**config.mk**
```make
export PLATFORM = sky130hd
export DESIGN_NAME = stmc_top
export DESIGN_NICKNAME = d
export VERILOG_FILES = /design/src/verilog/stmc_pkg.sv /design/src/verilog/stmc_top.sv
export SDC_FILE = /design/constraint.sdc
export NUM_CORES = 1
export LEC_CHECK = 0
export BUFFER_PORTS_ARGS = -buffer_cell sky130_fd_sc_hd__buf_2
export CORE_MARGIN = 5
export CORE_UTILIZATION = 45
export DETAILED_ROUTE_END_ITERATION = 10
export GPL_ROUTABILITY_DRIVEN = 0
export GPL_TIMING_DRIVEN = 0
export PLACE_DENSITY = 0.73
export SLEW_MARGIN = 15
export SYNTH_ARGS = -nofsm -noshare
export SYNTH_HDL_FRONTEND = slang
export SYNTH_SLANG_ARGS = --single-unit
```
**constraint.sdc**
```tcl
create_clock -name clk_in -period 3.5 [get_ports clk_in]
set_input_delay 0.875 -clock clk_in [delete_from_list [all_inputs] [get_ports clk_in]]
set_output_delay 0.875 -clock clk_in [all_outputs]
set_load 0.01 [all_outputs]
```
**src/verilog/stmc_pkg.sv**
```systemverilog
package stmc_pkg;

    ////////////////////////////////////////////////////////////////////////
    // bus geometry: register index = byte address / 4
    localparam int          STMC_IDX_W          = 7;
    localparam int          STMC_IDX_LSB        = 2;
    localparam int          STMC_DATA_W         = 16;

    ////////////////////////////////////////////////////////////////////////
    // register indices
    localparam logic [6:0]  STMC_IDX_GPIO_CFG   = 7'h5B;
    localparam logic [6:0]  STMC_IDX_FORCED_HI  = 7'h5C;
    localparam logic [6:0]  STMC_IDX_FORCED_LO  = 7'h5D;
    localparam logic [6:0]  STMC_IDX_CTRL       = 7'h5E;
    localparam logic [6:0]  STMC_IDX_RSVD_FIRST = 7'h5F;
    localparam logic [6:0]  STMC_IDX_RSVD_LAST  = 7'h68;
    localparam logic [6:0]  STMC_IDX_PIN_STATE  = 7'h70;
    localparam logic [6:0]  STMC_IDX_IRQ_STS    = 7'h71;
    localparam logic [6:0]  STMC_IDX_IRQ_CLR    = 7'h72;
    localparam logic [6:0]  STMC_IDX_IRQ_EN     = 7'h73;

    ////////////////////////////////////////////////////////////////////////
    // test mode control fields
    localparam int          STMC_ADC_LSB        = 0;
    localparam int          STMC_SRC_LSB        = 2;
    localparam int          STMC_STEP_LSB       = 4;
    localparam int          STMC_EDGE_BIT       = 6;
    localparam int          STMC_CDS_BIT        = 7;

    // general i/o six configuration fields
    localparam int          STMC_DIR_BIT        = 4;
    localparam int          STMC_POL_BIT        = 5;
    localparam int          STMC_LVL_EDGE_BIT   = 6;
    localparam int          STMC_OUT_BIT        = 7;
    localparam int          STMC_STATE_BIT      = 0;

    ////////////////////////////////////////////////////////////////////////
    // reset values
    localparam logic [7:0]  STMC_CTRL_RST       = 8'h00;
    localparam logic [7:0]  STMC_FORCED_RST     = 8'h00;
    // output, driving low
    localparam logic [7:0]  STMC_GPIO_CFG_RST   = 8'h10;

    ////////////////////////////////////////////////////////////////////////
    // interrupt status layout
    localparam int          STMC_IRQ_W          = 3;
    localparam int          STMC_IRQ_PIN        = 0;
    localparam int          STMC_IRQ_SCAN       = 1;
    localparam int          STMC_IRQ_LINE       = 2;

    ////////////////////////////////////////////////////////////////////////
    // counter steps
    localparam logic [15:0] STMC_STEP_ONE       = 16'h0001;
    localparam logic [15:0] STMC_STEP_FOUR      = 16'h0004;
    localparam logic [15:0] STMC_STEP_SIXTEEN   = 16'h0010;
    localparam logic [15:0] STMC_CNT_ZERO       = 16'h0000;
    localparam logic [7:0]  STMC_BYTE_ZERO      = 8'h00;

    typedef enum logic [1:0] {
        STMC_ADC_NORMAL,
        STMC_ADC_AFE_BYP,
        STMC_ADC_RAW_HI,
        STMC_ADC_RAW_LO
    } stmc_adc_mode_t;

    typedef enum logic [1:0] {
        STMC_SRC_ADC,
        STMC_SRC_FORCED,
        STMC_SRC_CNT_SCAN,
        STMC_SRC_CNT_LINE
    } stmc_pix_src_t;

    typedef enum logic [1:0] {
        STMC_STEP_1,
        STMC_STEP_4,
        STMC_STEP_16,
        STMC_STEP_NA
    } stmc_step_t;

endpackage : stmc_pkg

```
**src/verilog/stmc_top.sv**
```systemverilog
// What this block does
// - level mode: input six state bit follows the pin's true level.
// - edge mode: state bit set if pin was true since last status read.
// - as output, input six pin drives low for bit 0, high for 1.
// - after reset, input six is an output driving low.
// - sixteen-bit forced code in two byte registers feeds the divider.
// - two-bit adc test field picks normal, bypass, raw high, raw low.
// - input select picks adc, forced code, per-scan or per-line counter.
// - per-scan counter mode clears the counter at each scan start.
// - per-line counter mode clears the counter at each line start.
// - counter starts at zero and advances once per data pixel.
// - increment select gives step 1, 4 or 16; fourth code unused.
// - observe bit routes sampling signal onto second lamp output.
module stmc_top
    import stmc_pkg::*;
(
    input  wire logic        clk_in,
    input  wire logic        rst_in,
    input  wire logic        wb_cyc_in,
    input  wire logic        wb_stb_in,
    input  wire logic        wb_we_in,
    input  wire logic [31:0] wb_adr_in,
    input  wire logic [3:0]  wb_sel_in,
    input  wire logic [31:0] wb_dat_in,
    output logic      [31:0] wb_dat_out,
    output logic             wb_ack_out,
    output logic             irq_out,
    input  wire logic [15:0] adc_data_in,
    input  wire logic [15:0] adc_raw_in,
    input  wire logic        pixel_valid_in,
    input  wire logic        scan_start_in,
    input  wire logic        line_start_in,
    output logic      [15:0] divider_data_out,
    output logic             divider_valid_out,
    output logic             afe_bypass_out,
    output logic             adc_corr_bypass_out,
    output logic             afe_clk_falling_out,
    input  wire logic        cds_in,
    input  wire logic        second_lamp_output_normal_in,
    output logic             second_lamp_output_out,
    input  wire logic        gpio6_pin_in,
    output logic             gpio6_out,
    output logic             gpio6_oe_out
);

    ////////////////////////////////////////////////////////////////////////
    // state

    typedef struct packed {
        logic                  sync1;
        logic                  sync2;
        logic                  prev_true;
        logic                  edge_latch;
        logic [7:0]            gpio_cfg;
        logic [7:0]            forced_hi;
        logic [7:0]            forced_lo;
        logic [7:0]            ctrl;
        logic [15:0]           cnt;
        logic [STMC_IRQ_W-1:0] irq_sts;
        logic [STMC_IRQ_W-1:0] irq_en;
        logic                  irq;
        logic                  ack;
        logic [31:0]           dat;
        logic [15:0]           div_data;
        logic                  div_valid;
        logic                  afe_byp;
        logic                  corr_byp;
        logic                  clk_fall;
        logic                  second_lamp_output;
        logic                  gpio_out;
        logic                  gpio_oe;
    } stmc_state_t;

    localparam stmc_state_t STMC_STATE_RST = '{
        sync1:      1'b0,
        sync2:      1'b0,
        prev_true:  1'b0,
        edge_latch: 1'b0,
        gpio_cfg:   STMC_GPIO_CFG_RST,
        forced_hi:  STMC_FORCED_RST,
        forced_lo:  STMC_FORCED_RST,
        ctrl:       STMC_CTRL_RST,
        cnt:        STMC_CNT_ZERO,
        irq_sts:    '0,
        irq_en:     '0,
        irq:        1'b0,
        ack:        1'b0,
        dat:        '0,
        div_data:   STMC_CNT_ZERO,
        div_valid:  1'b0,
        afe_byp:    1'b0,
        corr_byp:   1'b0,
        clk_fall:   1'b0,
        second_lamp_output:     1'b0,
        gpio_out:   STMC_GPIO_CFG_RST[STMC_OUT_BIT],
        gpio_oe:    STMC_GPIO_CFG_RST[STMC_DIR_BIT]
    };

    stmc_state_t s_reg;
    stmc_state_t s_next;

    ////////////////////////////////////////////////////////////////////////
    // next state

    always_comb begin
        logic                  access;
        logic                  wr;
        logic                  rd;
        logic [STMC_IDX_W-1:0] idx;
        logic                  is_input;
        logic                  pin_true;
        logic                  state_bit;
        logic                  state_rd;
        logic [STMC_IRQ_W-1:0] ev;
        logic [STMC_IRQ_W-1:0] clr;
        logic                  cnt_clear;
        logic [15:0]           cnt_base;
        logic [15:0]           step;
        logic [15:0]           adc_word;
        logic [15:0]           src_word;
        stmc_adc_mode_t        adc_mode;
        stmc_pix_src_t         src;
        stmc_step_t            step_sel;

        s_next    = s_reg;
        access    = 1'b0;
        wr        = 1'b0;
        rd        = 1'b0;
        idx       = '0;
        is_input  = 1'b0;
        pin_true  = 1'b0;
        state_bit = 1'b0;
        state_rd  = 1'b0;
        ev        = '0;
        clr       = '0;
        cnt_clear = 1'b0;
        cnt_base  = STMC_CNT_ZERO;
        step      = STMC_STEP_ONE;
        adc_word  = STMC_CNT_ZERO;
        src_word  = STMC_CNT_ZERO;
        adc_mode  = stmc_adc_mode_t'(s_reg.ctrl[STMC_ADC_LSB +: 2]);
        src       = stmc_pix_src_t'(s_reg.ctrl[STMC_SRC_LSB +: 2]);
        step_sel  = stmc_step_t'(s_reg.ctrl[STMC_STEP_LSB +: 2]);

        ////////////////////////////////////////////////////////////////////
        // wishbone slave: one access per ack, ack one cycle after strobe
        access = wb_cyc_in & wb_stb_in & ~s_reg.ack;
        wr     = access & wb_we_in & wb_sel_in[0];
        rd     = access & ~wb_we_in;
        idx    = wb_adr_in[STMC_IDX_LSB +: STMC_IDX_W];
        s_next.ack = access;

        ////////////////////////////////////////////////////////////////////
        // general i/o six
        // pin is asynchronous; only sync2 is looked at
        s_next.sync1 = gpio6_pin_in;
        s_next.sync2 = s_reg.sync1;
        is_input = ~s_reg.gpio_cfg[STMC_DIR_BIT];
        pin_true = is_input &
                   (s_reg.sync2 == s_reg.gpio_cfg[STMC_POL_BIT]);
        state_rd = rd && (idx == STMC_IDX_PIN_STATE);
        // set wins over the read that clears it
        s_next.edge_latch = (s_reg.edge_latch & ~state_rd) | pin_true;
        if (s_reg.gpio_cfg[STMC_LVL_EDGE_BIT]) begin
            state_bit = is_input & s_reg.edge_latch;
        end else begin
            state_bit = pin_true;
        end
        s_next.prev_true = pin_true;
        s_next.gpio_oe   = s_reg.gpio_cfg[STMC_DIR_BIT];
        s_next.gpio_out  = s_reg.gpio_cfg[STMC_OUT_BIT];

        ////////////////////////////////////////////////////////////////////
        // register writes; reserved range and unmapped indices ignore data
        if (wr) begin
            unique case (idx)
                STMC_IDX_GPIO_CFG: begin
                    s_next.gpio_cfg = wb_dat_in[7:0];
                end
                STMC_IDX_FORCED_HI: begin
                    s_next.forced_hi = wb_dat_in[7:0];
                end
                STMC_IDX_FORCED_LO: begin
                    s_next.forced_lo = wb_dat_in[7:0];
                end
                STMC_IDX_CTRL: begin
                    s_next.ctrl = wb_dat_in[7:0];
                end
                STMC_IDX_IRQ_CLR: begin
                    clr = wb_dat_in[STMC_IRQ_W-1:0];
                end
                STMC_IDX_IRQ_EN: begin
                    s_next.irq_en = wb_dat_in[STMC_IRQ_W-1:0];
                end
                default: begin
                end
            endcase
        end

        ////////////////////////////////////////////////////////////////////
        // register reads; data registered alongside ack
        if (rd) begin
            s_next.dat = '0;
            unique case (idx)
                STMC_IDX_GPIO_CFG: begin
                    s_next.dat[7:STMC_DIR_BIT] =
                        s_reg.gpio_cfg[7:STMC_DIR_BIT];
                end
                STMC_IDX_FORCED_HI: begin
                    s_next.dat[7:0] = s_reg.forced_hi;
                end
                STMC_IDX_FORCED_LO: begin
                    s_next.dat[7:0] = s_reg.forced_lo;
                end
                STMC_IDX_CTRL: begin
                    s_next.dat[7:0] = s_reg.ctrl;
                end
                STMC_IDX_PIN_STATE: begin
                    s_next.dat[STMC_STATE_BIT] = state_bit;
                end
                STMC_IDX_IRQ_STS: begin
                    s_next.dat[STMC_IRQ_W-1:0] = s_reg.irq_sts;
                end
                STMC_IDX_IRQ_EN: begin
                    s_next.dat[STMC_IRQ_W-1:0] = s_reg.irq_en;
                end
                default: begin
                end
            endcase
        end

        ////////////////////////////////////////////////////////////////////
        // front-end steering
        s_next.afe_byp  = (adc_mode != STMC_ADC_NORMAL);
        s_next.corr_byp = (adc_mode == STMC_ADC_RAW_HI) ||
                          (adc_mode == STMC_ADC_RAW_LO);
        // falling edge is never recommended; passed through untouched
        s_next.clk_fall = s_reg.ctrl[STMC_EDGE_BIT];
        s_next.second_lamp_output   = s_reg.ctrl[STMC_CDS_BIT] ?
                          cds_in : second_lamp_output_normal_in;

        unique case (adc_mode)
            STMC_ADC_NORMAL,
            STMC_ADC_AFE_BYP: begin
                adc_word = adc_data_in;
            end
            STMC_ADC_RAW_HI: begin
                adc_word = {STMC_BYTE_ZERO, adc_raw_in[15:8]};
            end
            STMC_ADC_RAW_LO: begin
                adc_word = {STMC_BYTE_ZERO, adc_raw_in[7:0]};
            end
        endcase

        ////////////////////////////////////////////////////////////////////
        // test counter
        unique case (step_sel)
            STMC_STEP_1: begin
                step = STMC_STEP_ONE;
            end
            STMC_STEP_4: begin
                step = STMC_STEP_FOUR;
            end
            STMC_STEP_16: begin
                step = STMC_STEP_SIXTEEN;
            end
            // unused code behaves as step one rather than freezing
            STMC_STEP_NA: begin
                step = STMC_STEP_ONE;
            end
        endcase

        cnt_clear = ((src == STMC_SRC_CNT_SCAN) && scan_start_in) ||
                    ((src == STMC_SRC_CNT_LINE) && line_start_in);
        cnt_base  = cnt_clear ? STMC_CNT_ZERO : s_reg.cnt;

        if ((src == STMC_SRC_CNT_SCAN) || (src == STMC_SRC_CNT_LINE)) begin
            if (pixel_valid_in) begin
                s_next.cnt = 16'(cnt_base + step);
            end else begin
                s_next.cnt = cnt_base;
            end
        end else begin
            // held at zero so a counter mode entered from adc or forced input starts from zero
            s_next.cnt = STMC_CNT_ZERO;
        end

        ////////////////////////////////////////////////////////////////////
        // divider input select
        unique case (src)
            STMC_SRC_ADC: begin
                src_word = adc_word;
            end
            STMC_SRC_FORCED: begin
                src_word = {s_reg.forced_hi, s_reg.forced_lo};
            end
            STMC_SRC_CNT_SCAN,
            STMC_SRC_CNT_LINE: begin
                src_word = cnt_base;
            end
        endcase

        s_next.div_valid = pixel_valid_in;
        if (pixel_valid_in) begin
            s_next.div_data = src_word;
        end

        ////////////////////////////////////////////////////////////////////
        // interrupts; a new event beats a clear in the same cycle
        ev[STMC_IRQ_PIN]  = pin_true & ~s_reg.prev_true;
        ev[STMC_IRQ_SCAN] = scan_start_in;
        ev[STMC_IRQ_LINE] = line_start_in;
        s_next.irq_sts = (s_reg.irq_sts & ~clr) | ev;
        s_next.irq     = |(s_next.irq_sts & s_next.irq_en);
    end

    ////////////////////////////////////////////////////////////////////////
    // registers

    always_ff @(posedge clk_in) begin
        if (rst_in) begin
            s_reg <= STMC_STATE_RST;
        end else begin
            s_reg <= s_next;
        end
    end

    ////////////////////////////////////////////////////////////////////////
    // outputs

    assign wb_dat_out             = s_reg.dat;
    assign wb_ack_out             = s_reg.ack;
    assign irq_out                = s_reg.irq;
    assign divider_data_out       = s_reg.div_data;
    assign divider_valid_out      = s_reg.div_valid;
    assign afe_bypass_out         = s_reg.afe_byp;
    assign adc_corr_bypass_out    = s_reg.corr_byp;
    assign afe_clk_falling_out    = s_reg.clk_fall;
    assign second_lamp_output_out = s_reg.second_lamp_output;
    assign gpio6_out              = s_reg.gpio_out;
    assign gpio6_oe_out           = s_reg.gpio_oe;

endmodule : stmc_top
```
After elaboration in Yosys (flattened, before gate mapping)
Index checks and enable logic that the tools add are counted.

operators by class
  $add $sub $neg = 1
  reduce and logical (&&, ||, !) cells = 19
  equal/unequal tests = 18
  muxes and demuxes = 15
  bitwise operators = 20

operator list
  operator            count
  $pmux 16 s3         3
  $eq 7x7->1 const B  8
  $mux 16             2
  $add 16x16->16      1
  $pmux 4 s4          1
  $eq 2x2->1 const B  6
  $mux 3              4
  $pmux 2 s5          1
  $and 1x1->1         9
  $reduce_and 2->1    4
  $reduce_or 2->1     4
  $and 3x3->3         2
  $eq 2x1->1 const B  3
  $logic_not 2->1     3
  $not 1->1           6
  $pmux 1 s6          1
  $logic_and 1x1->1   3
  $logic_or 1x1->1    3
  $not 3->3           1
  $or 3x3->3          1
  $pmux 1 s3          1
  $reduce_or 3->1     1
  $mux 1              2
  $reduce_bool 2->1   1
  2 further kinds     2

storage, ports and cells
  logic and storage cells = 95
  register bits = 91

Depth between registers and ports, before layout
Gate-level depths: netlist of run 1.

  depth after elaboration = 10
  mapped depth = 10
  gate-level depth less buffers = 9

Worst setup path after synthesis of run 1
No wires, ideal clock.

  path kind = input to register
  start = in line_start_in
  end = reg s_reg[78] in the netlist's numbering
  path buffers = 0
  stages = 9
  arrival = 2658 ps
  path slack = 714 ps
  required time = 3372 ps
  setup time = 128 ps
  path through = mux2_2 > nand2_1 > and2_1 > ha_1 > a41o_1 > o2111ai_1 > a2111oi_2 > xor2_1 > nor2_1

on the way
  longest elaborated chain between the ends = 5

ends and longest elaborated chain
  what                    RTL line         text
  start: declaration      stmc_top.sv:32   input wire logic line_start_in,
  $logic_and 1x1->1 (*)   stmc_top.sv:274  ((src == STMC_SRC_CNT_LINE) && line_start_in);
  $logic_or 1x1->1 (*)    stmc_top.sv:273  cnt_clear = ((src == STMC_SRC_CNT_SCAN) && scan_start_in) ||
  $mux 16 (*)             stmc_top.sv:275  cnt_base = cnt_clear ? STMC_CNT_ZERO : s_reg.cnt;
  $add 16x16->16          stmc_top.sv:279  s_next.cnt = 16'(cnt_base + step);
  $mux 16 (*)             stmc_top.sv:278  if (pixel_valid_in) begin
  end signal: assignment  stmc_top.sv:324  s_reg <= s_next;
  end: declaration        stmc_top.sv:99   stmc_state_t s_reg;

Mark *: on every way between the ends. The rest lies on a longest branch, timed or not.
A chain may end at the register's enable or synchronous reset.

Worst setup path after layout of run 1
  start = in scan_start_in
  end = reg s_reg[78] in the netlist's numbering

on the way
  longest elaborated chain between the ends = 5

ends and longest elaborated chain
  what                   RTL line         text
  start: declaration     stmc_top.sv:31   input wire logic scan_start_in,
  $logic_and 1x1->1 (*)  stmc_top.sv:273
  $logic_or 1x1->1 (*)   stmc_top.sv:273
  $mux 16 (*)            stmc_top.sv:275
  $add 16x16->16         stmc_top.sv:279
  $mux 16 (*)            stmc_top.sv:278

Marks and branches as above.

==> results of run 1 <==
-- cells by family (layout without fill, tap and decap cells) --
group           Yosys count  count (layout)  synth area share [%]
mux                      46              46                  9.84
flops                    87              87                  36.7
simple gates            195             195                  21.8
other cells               1              24                0.0791
buf+inv                  87             192                  11.3
compound gates          110             110                  16.2
fa+ha+maj                 5               5                  1.32
xor+xnor                 15              15                  2.77
-- critical path: stages --
cell and delay (ps):
buf_2 120, mux2_2 240, nand2_1 190, and2_1 250
ha_1 360, a41o_1 240, o2111ai_1 170, a2111oi_2 460
xor2_1 190, nor2_1 50
-- layer usage --
layer	up-vias	wire (µm)	share of wire [%]
met1	2038	5810	44
li1	2100	-	-
met2	187	6000	46
met4	0	349	2.7
met3	26	911	7.0
met5	-	0	0
-- cells in the final DEF, fill, tap and decap left out, types with 3 or more instances in the layout --
master and n:
a22oi_1 10, or2_2 3, nor2b_1 7, xor2_1 10, mux2i_1 43, buf_4 49, and3_1 7, and2_1 5
ha_1 5, o21ai_0 12, nor2_1 73, nand2_1 39, clkbuf_8 12, nand3b_1 3, a221o_1 4, clkbuf_1 19
conb_1 24, inv_1 9, o32ai_1 3, nand4_1 4, nor3_1 8, buf_2 95, nand3_1 16, nand2b_1 10
buf_1 3, a22o_1 5, dfxtp_1 87, a211oi_1 18, a21oi_1 29, o22ai_1 4, o211ai_1 5, xnor2_1 5
-- Yosys cell counts, types with 6 or more instances --
cell type and n:
dfxtp_1 87, nor2_1 73, buf_4 49, mux2i_1 43, nand2_1 39, a21oi_1 29
a211oi_1 18, clkbuf_1 18, nand3_1 16, o21ai_0 12, a22oi_1 10, nand2b_1 10
xor2_1 10, inv_1 9, nor3_1 8, and3_1 7, nor2b_1 7, buf_2 6
-- where the power goes --
group	internal, mW	switching [mW]	total (mW)
combinational	0.106	0.123	0.229
clock	0.444	0.376	0.820
sequential	1.01	0.0101	1.02
total	1.56	0.509	2.07
-- cell type report --
type / count / area, µm² / area share (%)
flip-flops and latches: 87 / 1740 / 30.7
well taps: 136 / 170 / 3.00
clock buffers: 12 / 155 / 2.73
plain buffers: 78 / 502 / 8.84
clock inverters: 4 / 77.6 / 1.37
repair buffers: 89 / 445 / 7.85
multi-input cells: 395 / 2550 / 44.9
inverters: 9 / 33.8 / 0.595
-- per-stage QoR --
step / util (%) / power, mW / instances / setup slack, ps / cell area [µm²]
2_1_floorplan: - / 1.18 / 569 / 714 / 4830
3_3_place_gp: 52.7 / 1.26 / 794 / 276 / 5440
3_5_place_dp: 52.7 / 1.27 / 794 / 246 / 5440
4_1_cts: 55.0 / 2.07 / 810 / 614 / 5680
5_1_grt: 55.0 / 2.14 / 810 / 427 / 5680
6_report: 55.0 / 2.07 / 810 / 598 / 5680
-- worst max-delay path by stage --
stage / endpoint / cells past startpoint / start
4_1_cts: s_reg[78]$_SDFF_PP0_ / 10 / scan_start_in
6_report: s_reg[78]$_SDFF_PP0_ / 10 / scan_start_in
3_5_place_dp: s_reg[78]$_SDFF_PP0_ / 10 / scan_start_in
3_3_place_gp: s_reg[78]$_SDFF_PP0_ / 10 / scan_start_in
2_1_floorplan: s_reg[78]$_SDFF_PP0_ / 9 / line_start_in
5_1_grt: s_reg[78]$_SDFF_PP0_ / 10 / scan_start_in
==> out/metrics.yaml, run 1 <==
outcome:
  status: "completed"
critical_path:
  endpoint_kind: "flip-flop"
  rr_worst_depth: 9
  startpoint_type: "input pin"
  r2r-end: "s_reg[78]$_SDFF_PP0_"
  r2r_start: "s_reg[81]$_SDFFE_PP0P_"
  worstPathArrival_ps: 3140
  path_class: "input pin to flip-flop"
  required_ps: 3740
  critPathMaxFanout: 7
  r2r_slack_ps: 850
placement:
  port_buffers: 89
  dp.final_hpwl_mm: 10.2
synth:
  ys_seq_elements: 87
  ys_top_cells_by_area: "dfxtp_1, mux2i_1, buf_4"
  synth-edff-count: 0
  synth_top_cell_by_area: "dfxtp_1"
  syn_area_per_cell_um2: 8.68
  ys_warn_count: 0
  synth_cell_types: 67
  synth_ff_type: "dfxtp_1"
  async_flop_share_pct: 0
  synthesis.area_um2: 4740
  synth.top_cell.area_share_pct: 36.7
  syn_inst: 546
  seq_area_frac_synth_pct: 36.7
global_route:
  use_met3_pct: 3.23
  grt_pass1_wl_mm: 20.9
  met2_usage_pct: 32.9
  grt_start_max_net_pins: 15
  first_global_vias: 4183
  antenna_found_initial: 0
  grt-ovfl-total: 0
  grt.total_usage_pct: 20.4
  met1_usage_pct: 27.0
  busiest_layer: "met2"
die:
  die_w_um: 113
  fp.dieH_um: 113
  start_util_pct: 45.9
  dieArea_um2: 12700
  core_region_area_um2: 10300
  std_cell_rows: 37
  io_pins: 168
clocking:
  cts_tree: "done"
  cts_setup_buffers: 0
  h-tree-depth: 3
  cts-hold-fix-buffers: 0
  clockBufferDepth: 2
  numCtsBuffers: 9
  clockRootBuffer: "clkbuf_8"
  cts.clk_slew.worst_paths_ps: 90
  clock-sinks: 87
  clk_latency_ps: 360
  ctsResizeCount: 0
timing:
  fin_crit_sh_pct: 82.9
  skew_ps: 7.43
  tns_ps: 0
  fmax_ghz: 0.345
  worst_slew_pin_slew_ps: 642
  rsz0062_at_grt: "false"
  timing.final.crit_period_ps: 2900
  slew_viol_final: 0
  hold_ws_ps: 441
  maxSlewHeadroom_pct: 56.8
  hold_violations: 0
  setup_violations: 0
pwr:
  irDropWorstVdd_uv: 179
  leakage_nw: 2.44
  power_density_nw_per_um2: 364
layout:
  fillers: 945
  area_growth_pct: 19.7
  largest_reg_flops: 50
  drive_above_1_share_pct: 27.0
  final_nets: 785
  num_antenna_cells: 0
worst_hold_path:
  hp-class: "flip-flop to flip-flop"
  min-delay-start: "s_next[113]$_SDFF_PP0_"
  hold_end: "s_reg[113]$_SDFF_PP0_"
  hold_depth: 1
detailed_routing:
  vias: 4351
  final_antenna_net_count: 0
  drt-total-wl_mm: 13.1
  via_per_inst: 5.37
  drt_pass1_iterations: 5
  wl_per_cell_um: 16.1
  dr.first_iter.drc_count: 413
  drc: 0
run:
  drv_cap: 0
(Power assumes the default switching activity.)
==> run 2, diff against run 1 <==
PLACE_DENSITY = 0.76   (was 0.73)
clock period = 2.3 ns   (was 3.5 ns; I/O delays follow)
==> run 2 against run 1 <==
  * Register-to-register slack worse by 820 ps
  * Cell area up 1.2%
  * Clock-buffer cell count unchanged
  * Final cell count up 0.62%
  * Clock skew up 4.1 ps
  * Largest power group unchanged
  * Non-clock buffer count up 5
  * Worst setup slack worse by 570 ps
  * Critical endpoint unchanged
  * Wire length up 0.58%
  * Clock power up 35%
  * First-iteration DRC count up 0.48%
==> out/metrics.yaml, run 2 (synthesis results as in run 1) <==
outcome:
  status: "completed"
layout:
  fin_util_pct: 55.6
  final_nets: 790
  area_growth_pct: 21.1
  stdcell_count: 815
  largest_reg_flops: 50
  final_common_cell: "buf_2"
  num_antenna_cells: 0
  final_cell_mix: "buf_2, dfxtp_1, nor2_1"
  drive_above_1_share_pct: 28.4
timing:
  fin_crit_sh_pct: 98.8
  fmax_ghz: 0.440
  maxSlewHeadroom_pct: 56.2
  worst_slew_pin_slew_ps: 651
  hold_violations: 0
  timing.final.crit_period_ps: 2270
  rsz0062_at_grt: "true"
  skew_ps: 11.6
  setup_violations: 0
  slew_viol_final: 0
clocking:
  clock-sinks: 87
  numCtsBuffers: 9
  h-tree-depth: 3
  clockBufferDepth: 2
  clk_latency_ps: 360
  cts.clk_slew.worst_paths_ps: 80
  cts-hold-fix-buffers: 0
  cts_tree: "done"
  clockRootBuffer: "clkbuf_8"
die:
  start_util_pct: 45.9
  dieArea_um2: 12700
  io_pins: 168
  core_region_area_um2: 10300
  die_w_um: 113
  fp.dieH_um: 113
  std_cell_rows: 37
critical_path:
  endpoint_kind: "flip-flop"
  r2r_slack_ps: 30
  crit_slowest_cell: "a2111oi_4"
  path_class: "flip-flop to flip-flop"
  cp_top_family: "compound AO/OA/AOI/OAI gates"
  worstPathArrival_ps: 2500
  startpoint_type: "flip-flop"
  crit_chain: "mux2_4 > nand2_4 > and2_4 > ha_4 > a41o_1 > o2111ai_2 > a2111oi_4 > xor2_1 > nor2_1"
  critPathMaxFanout: 5
  max_stage_delay_ps: 400
  crit_buf_inv: 0
  required_ps: 2530
pwr:
  leakage_nw: 2.46
  irDropWorstVdd_uv: 372
  power_density_nw_per_um2: 525
placement:
  dp.final_hpwl_mm: 9.98
  placed_cells: 794
  port_buffers: 89
detailed_routing:
  drc: 0
  vias: 4417
  drt-total-wl_mm: 13.1
  dr.first_iter.drc_count: 415
  final_antenna_net_count: 0
  via_per_inst: 5.42
  drt_pass1_iterations: 5
  wl_per_cell_um: 16.1
global_route:
  antenna_found_initial: 0
  grt.total_usage_pct: 20.2
  grt_start_max_net_pins: 15
  grt-ovfl-total: 0
  first_global_vias: 4127
  grt_pass1_wl_mm: 21.0
run:
  drv_cap: 0
worst_hold_path:
  hp-class: "input pin to flip-flop"
## run 2: per-layer routing
metal	track usage (%)	vias to the layer above	wire length, µm
li1	-	2114	-
met1	27.8	2067	5780
met2	32.1	215	5960
met3	4.10	21	1170
met4	5.93	0	238
met5	0	-	0
## run 2: repair_timing
action                                  4_1_cts  5_1_grt
endpoints found under the setup margin        1       11
setup buffers                                 0        5
cloned                                        0        0
resized for setup                             1        3
pin swaps                                     0        4
## run 2: final timing paths
| check | depth (start not counted) | from | end |
|---|---|---|---|
| setup / recovery | 9 | s_reg[81]$_SDFFE_PP0P_ | s_reg[78]$_SDFF_PP0_ |
| hold / removal | 2 | gpio6_pin_in | s_next[113]$_SDFF_PP0_ |
| setup reg to reg | 9 | s_reg[81]$_SDFFE_PP0P_ | s_reg[78]$_SDFF_PP0_ |
| hold reg to reg | 1 | s_next[113]$_SDFF_PP0_ | s_reg[113]$_SDFF_PP0_ |
## run 2: final cells by class
class / count / area [µm²]
buffer: 78 / 502
sequential: 87 / 1740
tap: 136 / 170
multi-input combinational: 395 / 2600
timing repair buffer: 94 / 483
clock inverter: 4 / 53.8
fill: 955 / 4580
clock buffer: 12 / 155
inverter: 9 / 33.8
## run 2: through the flow
stage / hold WS (ps) / total power [mW] / setup TNS, ps / setup WS, ps / cell area [µm²]
finish: 434 / 3.01 / 0 / 26.9 / 5740
global route: 425 / 3.13 / -74.4 / -74.4 / 5740
CTS: 430 / 3.02 / 0 / 0.389 / 5690
detailed placement: 425 / 1.93 / -2990 / -356 / 5470
global placement: 425 / 1.92 / -2860 / -325 / 5470
floorplan: 414 / 1.79 / 0 / 23.5 / 4850
## run 2: power by group
part           switching (mW)  internal, mW
Sequential             0.0143          1.53
Combinational           0.193         0.163
Clock                   0.548         0.564
Total                   0.756          2.26
